$ cat config.mk
export PLATFORM = sky130hd
export DESIGN_NAME = quad_read_burst_xip_engine
export DESIGN_NICKNAME = d
export VERILOG_FILES = /design/src/qxip_pkg.sv /design/src/mem_port_if.sv /design/src/pin_sync.sv /design/src/byte_store.sv /design/src/quad_read_burst_xip_engine.sv
export SDC_FILE = /design/constraint.sdc
export NUM_CORES = 2
export LEC_CHECK = 0
export BUFFER_PORTS_ARGS = -buffer_cell sky130_fd_sc_hd__buf_2
export CORE_MARGIN = 1.5
export CORE_UTILIZATION = 39
export DETAILED_ROUTE_END_ITERATION = 8
export PLACE_DENSITY = 0.57
export SLEW_MARGIN = 10
export SYNTH_ARGS = -nofsm -noshare
export SYNTH_HDL_FRONTEND = slang
export SYNTH_SLANG_ARGS = --single-unit
$ cat constraint.sdc
create_clock -name mclk -period 3.6 [get_ports mclk]
set_input_delay 0.18 -clock mclk [delete_from_list [all_inputs] [get_ports mclk]]
set_output_delay 0.18 -clock mclk [all_outputs]
set_load 0.01 [all_outputs]
$ cat src/qxip_pkg.sv
package qxip_pkg;
  // ----------------------------------------------------------------
  // Register map and fields
  // ----------------------------------------------------------------
  localparam logic [7:0] OFS_CTRL = 8'h00;
  localparam logic [7:0] OFS_CONFIG = 8'h04;
  localparam logic [7:0] OFS_STATUS = 8'h08;
  localparam logic [7:0] OFS_MEM_ADDR = 8'h0C;
  localparam logic [7:0] OFS_MEM_DATA = 8'h10;
  localparam logic [7:0] OFS_READ_ADDR = 8'h14;
  localparam int CTRL_QE_BIT = 0;
  localparam int CTRL_QCM_BIT = 1;
  localparam int CTRL_BUSY_BIT = 2;
  localparam int CFG_DC_LOW_BIT = 6;
  localparam int CFG_DC_HIGH_BIT = 7;
  localparam logic [2:0] CTRL_RESET = 3'h0;
  localparam logic [1:0] DC_RESET = 2'h0;
  // ----------------------------------------------------------------
  // Opcodes, wrap codes and phase lengths
  // ----------------------------------------------------------------
  localparam logic [7:0] OP_QUAD_OUT_READ = 8'h6B;
  localparam logic [7:0] OP_QUAD_IO_READ = 8'hEB;
  localparam logic [7:0] OP_QUAD_IO_SHORT = 8'hE7;
  localparam logic [7:0] OP_SET_BURST = 8'hC0;
  localparam logic [3:0] WRAP_OFF_NIBBLE = 4'h1;
  localparam logic [4:0] CMD_CLKS_SINGLE = 5'h08;
  localparam logic [4:0] CMD_CLKS_QUAD = 5'h02;
  localparam logic [4:0] ADDR_CLKS_SINGLE = 5'h18;
  localparam logic [4:0] ADDR_CLKS_QUAD = 5'h06;
  localparam logic [4:0] DUMMY_QUAD_OUT = 5'h08;
  localparam logic [4:0] DUMMY_SHORT = 5'h04;
  localparam logic [4:0] DUMMY_DC0 = 5'h06;
  localparam logic [4:0] DUMMY_DC1 = 5'h04;
  localparam logic [4:0] DUMMY_DC2 = 5'h08;
  localparam logic [4:0] DUMMY_DC3 = 5'h0A;
  localparam logic [4:0] IND_CLKS = 5'h02;
  localparam logic [3:0] FF_EXIT_CLKS = 4'h8;
  localparam int ADDR_W = 24;
  localparam int MEM_AW = 8;
  // ----------------------------------------------------------------
  // Engine states
  // ----------------------------------------------------------------
  typedef enum logic [2:0] {
    ST_CMD = 3'b000,
    ST_ADDR = 3'b001,
    ST_DUMMY = 3'b010,
    ST_DATA = 3'b011,
    ST_BURST = 3'b100,
    ST_IGNORE = 3'b101
  } state_t;
endpackage : qxip_pkg

$ cat src/mem_port_if.sv
`timescale 1ns/1ps
`default_nettype none
// Write and read port of the byte store
interface mem_port_if #(parameter int AW = 8);
  logic wrEn;
  logic [AW-1:0] wrAddr;
  logic [7:0] wrData;
  logic [AW-1:0] rdAddr;
  logic [7:0] rdData;
  modport engine (output wrEn, output wrAddr, output wrData, output rdAddr, input rdData);
  modport store (input wrEn, input wrAddr, input wrData, input rdAddr, output rdData);
endinterface : mem_port_if
`default_nettype wire

$ cat src/pin_sync.sv
`timescale 1ns/1ps
`default_nettype none
module pin_sync #(
  parameter int W = 1
) (
  input wire logic clk,
  input wire logic resetN,
  input wire logic [W-1:0] din,
  output logic [W-1:0] dout
);
  logic [W-1:0] stage1_reg;
  // Two flip-flops per pin, first stage read only by the second
  always_ff @(posedge clk or negedge resetN) begin
    if (!resetN) begin
      stage1_reg <= '0;
      dout <= '0;
    end else begin
      stage1_reg <= din;
      dout <= stage1_reg;
    end
  end
endmodule : pin_sync
`default_nettype wire

$ cat src/byte_store.sv
`timescale 1ns/1ps
`default_nettype none
module byte_store
  import qxip_pkg::*;
(
  input wire logic clk,
  input wire logic resetN,
  mem_port_if.store port
);
  logic [7:0] mem [0:(1<<MEM_AW)-1];
  // Array write, no reset on contents
  always_ff @(posedge clk) begin
    if (port.wrEn) begin
      mem[port.wrAddr] <= port.wrData;
    end
  end
  // Registered read data
  always_ff @(posedge clk or negedge resetN) begin
    if (!resetN) begin
      port.rdData <= 8'h00;
    end else begin
      port.rdData <= mem[port.rdAddr];
    end
  end
endmodule : byte_store
`default_nettype wire

$ cat src/quad_read_burst_xip_engine.sv
// How it works
// - address on rising, data on falling edge
// - address steps per byte, rolls to zero
// - quad output read: serial address, 8 dummies
// - chip select high stops driving, ends read
// - reads ignored while busy cycle runs, except enhance-mode frames
// - quad I/O read: 4-line address, 6 dummies
// - quad I/O read accepted in quad mode
// - short-dummy read E7h uses 4 dummies
// - config bits 6,7 pick dummy count
// - wrapping off at reset, sticky until changed
// - codes 00h-03h give 8..64 bytes, 1xh off
// - wrap inside aligned block of chosen size
// - wrap applies to EBh and E7h reads
// - burst command takes 8 or 2 clocks
// - complementary indicator nibbles keep enhance mode
// - otherwise leave enhance after next select cycle
// - enhance mode starts frame at address
// - enhance only from EBh quad I/O read
//
// The placing of the registers and the AHB-Lite register port were left to the implementer.
`timescale 1ns/1ps
`default_nettype none
module quad_read_burst_xip_engine
  import qxip_pkg::*;
(
  input wire logic mclk,
  input wire logic reset_n,
  input wire logic hsel,
  input wire logic [31:0] haddr,
  input wire logic [1:0] htrans,
  input wire logic hwrite,
  input wire logic [2:0] hsize,
  input wire logic [31:0] hwdata,
  input wire logic hready,
  output logic hreadyout,
  output logic hresp,
  output logic [31:0] hrdata,
  input wire logic sclk,
  input wire logic chipSelectN,
  input wire logic [3:0] ioLineIn,
  output logic [3:0] ioLineOut,
  output logic [3:0] ioLineOe
);
  // ----------------------------------------------------------------
  // Pin synchronisers and serial clock edges
  // ----------------------------------------------------------------
  logic [5:0] pinsS;
  logic sclkS, csS, sclkD_reg, rise, fall;
  logic [3:0] ioS;
  // Select is synced inverted so that the reset value reads as deselected
  pin_sync #(.W(6)) u_sync (
    .clk(mclk), .resetN(reset_n), .din({sclk, ~chipSelectN, ioLineIn}), .dout(pinsS)
  );
  assign sclkS = pinsS[5];
  assign csS = ~pinsS[4]; // High while deselected
  assign ioS = pinsS[3:0];
  assign rise = sclkS & ~sclkD_reg & ~csS;
  assign fall = ~sclkS & sclkD_reg & ~csS;

  // ----------------------------------------------------------------
  // Bus-side registers
  // ----------------------------------------------------------------
  logic [2:0] ctrl_reg;
  logic [1:0] dcfg_reg;
  logic [MEM_AW-1:0] memAddr_reg;
  logic wrPend_reg;
  logic [7:0] wrOfs_reg;
  logic quadEn, quadCmdMode, busyCycle;
  logic apSel;
  logic [7:0] apOfs;
  logic [31:0] readMux;
  assign quadEn = ctrl_reg[CTRL_QE_BIT];
  assign quadCmdMode = ctrl_reg[CTRL_QCM_BIT];
  assign busyCycle = ctrl_reg[CTRL_BUSY_BIT];

  // ----------------------------------------------------------------
  // Engine state
  // ----------------------------------------------------------------
  state_t state_reg;
  logic [4:0] bitCnt_reg, dummyTarget_reg;
  logic [3:0] frameCnt_reg;
  logic [23:0] shift_reg, shiftNext;
  logic [ADDR_W-1:0] addr_reg, addrNext, wrapMask;
  logic quadAddr_reg, isEb_reg, wrapOk_reg, nibble_reg, ffRun_reg;
  logic enhance_reg, enhanceNext_reg, wrapEn_reg;
  logic [1:0] wrapSel_reg;
  logic [7:0] rxByte;
  logic [4:0] cmdClks, bitCntInc, dcDummy, idleDummy;
  logic [3:0] exitMask;
  logic phaseDone, isRead, readBlocked, ffExit, lineQuad, indComp;
  mem_port_if #(.AW(MEM_AW)) memPort ();
  byte_store u_store (.clk(mclk), .resetN(reset_n), .port(memPort.store));

  // Lane width and shift of the current phase
  assign lineQuad = (state_reg == ST_ADDR || state_reg == ST_DUMMY) ? quadAddr_reg : quadCmdMode;
  assign shiftNext = lineQuad ? {shift_reg[19:0], ioS} : {shift_reg[22:0], ioS[0]};
  assign rxByte = shiftNext[7:0];
  assign bitCntInc = bitCnt_reg + 5'h01;
  assign cmdClks = quadCmdMode ? CMD_CLKS_QUAD : CMD_CLKS_SINGLE;
  // Dummy count from the configuration bits
  assign dcDummy = (dcfg_reg == 2'h0) ? DUMMY_DC0 : (dcfg_reg == 2'h1) ? DUMMY_DC1 :
                   (dcfg_reg == 2'h2) ? DUMMY_DC2 : DUMMY_DC3;
  assign idleDummy = dcDummy;
  // Opcode decode and read gating
  assign isRead = (rxByte == OP_QUAD_IO_READ) ||
                  (!quadCmdMode && (rxByte == OP_QUAD_OUT_READ || rxByte == OP_QUAD_IO_SHORT));
  assign readBlocked = busyCycle || (!quadCmdMode && !quadEn);
  assign phaseDone = (state_reg == ST_CMD || state_reg == ST_BURST) ? (bitCntInc == cmdClks) :
                     (state_reg == ST_ADDR) ?
                     (bitCntInc == (quadAddr_reg ? ADDR_CLKS_QUAD : ADDR_CLKS_SINGLE)) :
                     (bitCntInc == dummyTarget_reg);
  // Forced exit: eight clocks with line 0 high (all four lines in quad command mode) at frame start in enhance mode
  assign exitMask = quadCmdMode ? 4'hF : 4'h1;
  assign ffExit = enhance_reg && ffRun_reg && ((ioS & exitMask) == exitMask) &&
                  (frameCnt_reg == FF_EXIT_CLKS - 4'h1);
  assign indComp = (rxByte[7:4] == ~rxByte[3:0]);
  // Next read address with optional wrap inside an aligned block
  assign wrapMask = (wrapEn_reg && wrapOk_reg) ?
                    ADDR_W'((24'h000008 << wrapSel_reg) - 24'h000001) : '1;
  assign addrNext = (addr_reg & ~wrapMask) | ((addr_reg + 24'h000001) & wrapMask);

  // ----------------------------------------------------------------
  // Serial engine
  // ----------------------------------------------------------------
  always_ff @(posedge mclk or negedge reset_n) begin
    if (!reset_n) begin
      sclkD_reg <= 1'b0;
      state_reg <= ST_CMD;
      bitCnt_reg <= 5'h00;
      frameCnt_reg <= 4'h0;
      shift_reg <= 24'h000000;
      addr_reg <= '0;
      dummyTarget_reg <= DUMMY_DC0;
      quadAddr_reg <= 1'b0;
      isEb_reg <= 1'b0;
      wrapOk_reg <= 1'b0;
      nibble_reg <= 1'b0;
      ffRun_reg <= 1'b1;
      enhance_reg <= 1'b0;
      enhanceNext_reg <= 1'b0;
      wrapEn_reg <= 1'b0;
      wrapSel_reg <= 2'h0;
      ioLineOut <= 4'h0;
      ioLineOe <= 4'h0;
    end else begin
      sclkD_reg <= sclkS;
      if (csS) begin
        // Frame over: release lines, apply pending enhance state
        ioLineOe <= 4'h0;
        enhance_reg <= enhanceNext_reg;
        state_reg <= enhanceNext_reg ? ST_ADDR : ST_CMD;
        quadAddr_reg <= enhanceNext_reg;
        isEb_reg <= enhanceNext_reg;
        wrapOk_reg <= enhanceNext_reg;
        dummyTarget_reg <= idleDummy;
        bitCnt_reg <= 5'h00;
        frameCnt_reg <= 4'h0;
        ffRun_reg <= 1'b1;
        nibble_reg <= 1'b0;
      end else if (rise) begin
        shift_reg <= shiftNext;
        bitCnt_reg <= phaseDone ? 5'h00 : bitCntInc;
        if (frameCnt_reg != 4'hF) begin
          frameCnt_reg <= frameCnt_reg + 4'h1;
        end
        ffRun_reg <= ffRun_reg && ((ioS & exitMask) == exitMask);
        if (ffExit) begin
          enhance_reg <= 1'b0;
          enhanceNext_reg <= 1'b0;
          state_reg <= ST_IGNORE;
        end else begin
          case (state_reg)
            ST_CMD: begin
              if (phaseDone) begin
                quadAddr_reg <= (rxByte != OP_QUAD_OUT_READ);
                isEb_reg <= (rxByte == OP_QUAD_IO_READ);
                wrapOk_reg <= (rxByte != OP_QUAD_OUT_READ);
                dummyTarget_reg <= (rxByte == OP_QUAD_OUT_READ) ? DUMMY_QUAD_OUT :
                                   (rxByte == OP_QUAD_IO_SHORT) ? DUMMY_SHORT : dcDummy;
                if (isRead && !readBlocked) begin
                  state_reg <= ST_ADDR;
                end else if (rxByte == OP_SET_BURST) begin
                  state_reg <= ST_BURST;
                end else begin
                  state_reg <= ST_IGNORE;
                end
              end
            end
            ST_ADDR: begin
              if (phaseDone) begin
                addr_reg <= shiftNext[ADDR_W-1:0];
                state_reg <= ST_DUMMY;
              end
            end
            ST_DUMMY: begin
              if (isEb_reg && bitCnt_reg == IND_CLKS - 5'h01) begin
                enhanceNext_reg <= indComp;
              end
              if (phaseDone) begin
                state_reg <= ST_DATA;
                nibble_reg <= 1'b0;
              end
            end
            ST_BURST: begin
              if (phaseDone) begin
                if (rxByte[7:2] == 6'h00) begin
                  wrapEn_reg <= 1'b1;
                  wrapSel_reg <= rxByte[1:0];
                end else if (rxByte[7:4] == WRAP_OFF_NIBBLE) begin
                  wrapEn_reg <= 1'b0;
                end
                state_reg <= ST_IGNORE;
              end
            end
            ST_DATA, ST_IGNORE: begin
              state_reg <= state_reg;
            end
            default: begin
              state_reg <= ST_IGNORE;
            end
          endcase
        end
      end else if (fall && state_reg == ST_DATA) begin
        // One nibble per falling edge, address steps after the low nibble
        ioLineOe <= 4'hF;
        ioLineOut <= nibble_reg ? memPort.rdData[3:0] : memPort.rdData[7:4];
        nibble_reg <= ~nibble_reg;
        if (nibble_reg) begin
          addr_reg <= addrNext;
        end
      end
    end
  end

  // ----------------------------------------------------------------
  // AHB-Lite slave, zero wait states
  // ----------------------------------------------------------------
  assign apSel = hsel && htrans[1] && hready;
  assign apOfs = haddr[7:0];
  assign readMux = (apOfs == OFS_CTRL) ? {29'h0, ctrl_reg} :
                   (apOfs == OFS_CONFIG) ? {24'h0, dcfg_reg, 6'h00} :
                   (apOfs == OFS_STATUS) ? {24'h0, 1'b0, state_reg, wrapSel_reg,
                                            wrapEn_reg, enhance_reg} :
                   (apOfs == OFS_MEM_ADDR) ? {24'h0, memAddr_reg} :
                   (apOfs == OFS_READ_ADDR) ? {8'h00, addr_reg} : 32'h0000_0000;
  assign memPort.wrEn = wrPend_reg && (wrOfs_reg == OFS_MEM_DATA);
  assign memPort.wrAddr = memAddr_reg;
  assign memPort.wrData = hwdata[7:0];
  assign memPort.rdAddr = addr_reg[MEM_AW-1:0];

  // Address phase capture and read data
  always_ff @(posedge mclk or negedge reset_n) begin
    if (!reset_n) begin
      wrPend_reg <= 1'b0;
      wrOfs_reg <= 8'h00;
      hrdata <= 32'h0000_0000;
      hreadyout <= 1'b0;
      hresp <= 1'b0;
    end else begin
      hreadyout <= 1'b1;
      hresp <= 1'b0;
      wrPend_reg <= apSel && hwrite;
      wrOfs_reg <= apOfs;
      if (apSel && !hwrite) begin
        hrdata <= readMux;
      end
    end
  end

  // Register writes in the data phase
  always_ff @(posedge mclk or negedge reset_n) begin
    if (!reset_n) begin
      ctrl_reg <= CTRL_RESET;
      dcfg_reg <= DC_RESET;
      memAddr_reg <= '0;
    end else if (wrPend_reg) begin
      if (wrOfs_reg == OFS_CTRL) begin
        ctrl_reg <= hwdata[2:0];
      end
      if (wrOfs_reg == OFS_CONFIG) begin
        dcfg_reg <= {hwdata[CFG_DC_HIGH_BIT], hwdata[CFG_DC_LOW_BIT]};
      end
      if (wrOfs_reg == OFS_MEM_ADDR) begin
        memAddr_reg <= hwdata[MEM_AW-1:0];
      end else if (wrOfs_reg == OFS_MEM_DATA) begin
        memAddr_reg <= memAddr_reg + MEM_AW'(1);
      end
    end
  end
endmodule : quad_read_burst_xip_engine
`default_nettype wire

Word-level counts from Yosys, hierarchy flattened
Memory sizes are Yosys's and may differ from the RTL's. A register that Yosys moved wholly into a read port is not among the register bits.
Cells that the tools add are included.
- multiplexer cells: 80
- shifts and indexed selects: 1
- reduce and logical (&&, ||, !) cells: 52
- bitwise logic cells: 16
- $add $sub $neg: 5
- equality and inequality tests: 48
- operators with widths (kind ; number):
    $mux W24 ; 13
    $mux W4 ; 13
    $and A24 B24 Y24 ; 2
    $mux W5 ; 9
    $mux W1 ; 33
    $add A24 B1 Y24 const B ; 1
    $eq A8 B4 Y1 const B ; 3
    $eq A8 B8 Y1 const B ; 3
    $mux W3 ; 8
    $not A24 Y24 ; 1
    $or A24 B24 Y24 ; 1
    $reduce_and A6 Y1 ; 4
    $shl A4 B2 Y24 const A ; 1
    $sub A24 B1 Y24 const B ; 1
    $ne A4 B4 Y1 const B ; 5
    $ne A2 B2 Y1 const B ; 9
    $eq A8 B3 Y1 const B ; 2
    $eq A8 B5 Y1 const B ; 2
    $logic_not A8 Y1 ; 2
    $mux W8 ; 2
    $logic_and A1 B1 Y1 ; 15
    $ne A3 B3 Y1 const B ; 5
    $pmux W3 S5 ; 1
    $reduce_and A2 Y1 ; 7
    31 further kinds ; 59
- RAM bits: 2048
- word-level logic and storage cells: 229
- output and inout port bits: 42
- register bits: 149
- memories: 1
- input bits: 80
- memory list (name ; depth ; width ; read ports ; clocked after Yosys merged registers in ; write ports ; RTL line ; text):
    u_store.mem ; 256 ; 8 ; 1 ; 1 ; 1 ; byte_store.sv:10 ; logic [7:0] mem [0:(1<<MEM_AW)-1];

Depth between registers and ports, before layout
- depth in word-level cells: 15
- gate-level depth with buffers: 12
- gate-level depth less buffers: 9

By module
From an unflattened synthesis, not the netlist that was laid out.
- cell total of the unflattened synthesis: 4566
- area total of the unflattened synthesis: 87368.8 µm²
- modules (own cells, without submodules) (module ; cells each ; area an instance (µm²) ; sequential area each (µm²) ; times used):
    byte_store ; 3795 ; 80038.0 ; 61699.2 ; 1
    quad_read_burst_xip_engine ; 759 ; 7030.5 ; 3106.7 ; 1
    pin_sync ; 12 ; 300.3 ; 300.3 ; 1

Worst setup path after synthesis
Ideal clock, no wire load.
- path kind: reg2reg
- from: register wrOfs_reg[0]
- to: memory u_store.mem[200][0] (enable)
- path slack: 0.966 ns
- period minus slack after synthesis: 2.634 ns
- arrival time: 2.263 ns
- path buffers: 1
- cell stages (with the launch flop): 8
- setup time: 0.370 ns
- required time: 3.230 ns
- path through: dfrtp_1 or4_1 nor3_1 nand2_1 nor2_1 nand2_1 clkbuf_1 nor2_1
- cells in the longest elaborated chain, start to end: 4
- RTL lines (element ; RTL line ; text):
    from (decl) ; quad_read_burst_xip_engine.sv:68 ; logic [7:0] wrOfs_reg;
    from (signal assigned) ; quad_read_burst_xip_engine.sv:264 ; wrOfs_reg <= apOfs;
    $eq A8 B5 Y1 ; quad_read_burst_xip_engine.sv:247 ; assign memPort.wrEn = wrPend_reg && (wrOfs_reg == OFS_MEM_DATA);
    $logic_and A1 B1 Y1 ; quad_read_burst_xip_engine.sv:247 ;
    $mux W1 ; byte_store.sv:13 ; if (port.wrEn) begin
    $mux W1 (not written as such) ; byte_store.sv:14 ; mem[port.wrAddr] <= port.wrData;
    to (decl) ; byte_store.sv:10 ;
No other way between the ends.

Worst setup path after layout
- from: register wrOfs_reg[0]
- to: memory u_store.mem[240][0] (enable)
The elaborated chain is that of the path after synthesis.

==> flow_summary.yaml <==
outcome:
  status: "finished clean"
timing:
  setup_viol: 0
  final_max_slew_viol_count: 0
  tightest_slew_ps: 1250
  fmax_mhz: 283
  fin_crit_sh_pct: 98.3
  fin_skew_ps: 39.6
  finalHoldViolations: 0
  timing.hold.ws_ps: 6.29
  max_slew_margin_pct: 16.2
  fin_crit_ps: 3540
power:
  p_leak_uw: 0.0329
  p_per_area_nw_per_um2: 510
  total_power_uw: 52200
  ir_drop_mv: 0.543
yosys:
  synth-seq-cells: 2192
  ys_types: 86
  syn_avg_cell_area_um2: 19.2
  ys_async_sr_fraction_pct: 6.57
  synth_top_area_share_pct: 71.0
  yosysMostFrequentCell: "edfxtp_1"
  synth_area_leaders: "edfxtp_1, mux4_2, dfrtp_1"
  ys_top_cells_by_count: "edfxtp_1, mux4_2, nor2_1"
  syn_area_um2: 86600
  synth_edf_count: 2048
  synthCells: 4514
  synth_seq_area_share_pct: 75.2
  synth_warnings: 0
  ys.flop_type: "edfxtp_1"
  synth_top_area_cell: "edfxtp_1"
run:
  maxCapViolations: 0
cells_and_area:
  nNetsFinal: 5260
  syn_to_final_growth_pct: 18.1
  utilization_pct: 46.4
  fin_cells: 8320
  largest_reg_flops: 2048
  drive_above_1_share_pct: 28.4
setup_path:
  crit_arrival_ps: 4120
  critPathKind: "reg2reg"
  path_max_fanout: 15
  startpoint: "wrOfs_reg[0]"
  cp.required_ps: 4190
  r2r_start: "wrOfs_reg[0]"
  critPathCaptureType: "flip-flop"
  cp-start-kind: "flip-flop"
worst_hold_path:
  hold_start: "hwdata[3]"
  min_path_type: "in2reg"
detailed_routing:
  first_pass_iters: 9
  via_count: 47800
  route.antenna.remaining_nets: 0
  dr.first_iter.drc_count: 5917
  drc: 0
  wirelength_um: 251000
  vias_per_cell: 5.74
  wl_per_cell_um: 30.2
die:
  start_util_pct: 39.3
  num_rows: 172
  dieArea_um2: 225000
  core_um2: 220000
  dieHeight_um: 474
  io_pins: 122
  dieWidth_um: 474
clock_tree:
  clkSinkCount: 2192
  clock_latency_ps: 880
  numCtsBuffers: 220
  cts_max_level: 4
  clk_pin_slew_ps: 60
  cts-root-buf: "clkbuf_16"
  clockBufferDepth: 3
  cts_tree: "built"
placed_design:
  dp_hpwl_um: 162000
  dp.cells: 7866
  gp_congestion: 0.900
  port_buffers: 60
global_route:
  grt_max_degree: 121
  first_global_vias: 47500
  grt_use_total_pct: 22.3
  grt-ovfl-total: 0
  grt_first_pass_wirelength_um: 356000
  antenna_found_initial: 13
## cell usage in the layout (no fill, tap or decap), types with 38 or more instances in the layout
master     count
edfxtp_1    2048
clkinv_1      38
a22oi_1      117
buf_4        552
mux2i_1      153
clkbuf_16    222
o21ai_0       81
buf_2         51
nand3_1       70
nor2_1       341
clkbuf_1      52
clkinv_2      42
nand2_1      181
dfrtp_1      135
buf_12        54
a21oi_1      108
mux4_2       466
## area by class of cell
type / count / area, um2
antenna: 6 / 15.0
clock buffer: 288 / 5940
clock inverter: 121 / 1260
fill: 18600 / 118000
inverter: 30 / 113
multi-input combinational: 2020 / 20100
sequential: 2192 / 65100
tap: 2958 / 3700
timing repair buffer: 705 / 6010
## stage by stage
step	instance area (um2)	setup WS, ps	setup TNS [ps]
2_1_floorplan	86600	966	0
3_3_place_gp	94600	-530	-1100
3_5_place_dp	94600	-437	-515
4_1_cts	102000	75.6	0
5_1_grt	102000	-25.7	-130
6_report	102000	62.6	0
## power by group
group	switching [uW]	total (uW)	internal, uW	leakage [uW]
clock	9830	22800	13000	0.00351
combinational	872	1260	391	0.00910
sequential	106	28100	28000	0.0202
## routing by layer
metal / GRT usage, % / up-vias / part of all wire [%]
met4: 6.97 / 0 / 3.1
met3: 4.27 / 403 / 8.5
li1: - / 19800 / -
met2: 34.8 / 2292 / 47
met1: 31.6 / 25300 / 42
met5: 0 / - / 0
## cell families after synthesis
| logic type | share of synthesized area (%) |
|---|---|
| XOR/XNOR | 0.121 |
| multiplexers | 14.2 |
| buffers and inverters | 1.74 |
| AO/OA/AOI/OAI | 4.63 |
| AND/OR/NAND/NOR | 3.93 |
| adder cells (fa/ha/maj) | 0.159 |
| flip-flops | 75.2 |
| other | 0.00868 |
## worst max-delay path: stages (launching register included)
cell and delay [ps]:
dfrtp_1 350, or4_1 600, nor3_1 430, buf_4 210, nand2_1 110, nor2_1 120, buf_4 190, nand2_1 420
nor2_1 570, buf_4 260
## final timing paths
check                           slack, ps                   to  depth (start not counted)
worst max-delay path                   60  u_store.mem[240][0]                          9
worst min-delay path                    6   u_store.mem[25][3]                          1
worst max register to register         60  u_store.mem[240][0]                          9
worst min register to register        360       u_sync.dout[2]                          0
max in group asynchronous            2690          addr_reg[0]                          4
min in group asynchronous             450            ffRun_reg                          3
## repair_timing
action	in CTS	in global routing
resized for setup	4	3
setup endpoints to repair	3	19
buffers inserted	0	1
hold buffers	38	0
hold endpoints to repair	259	0
No activity file was read; power rests on OpenSTA's default activity.
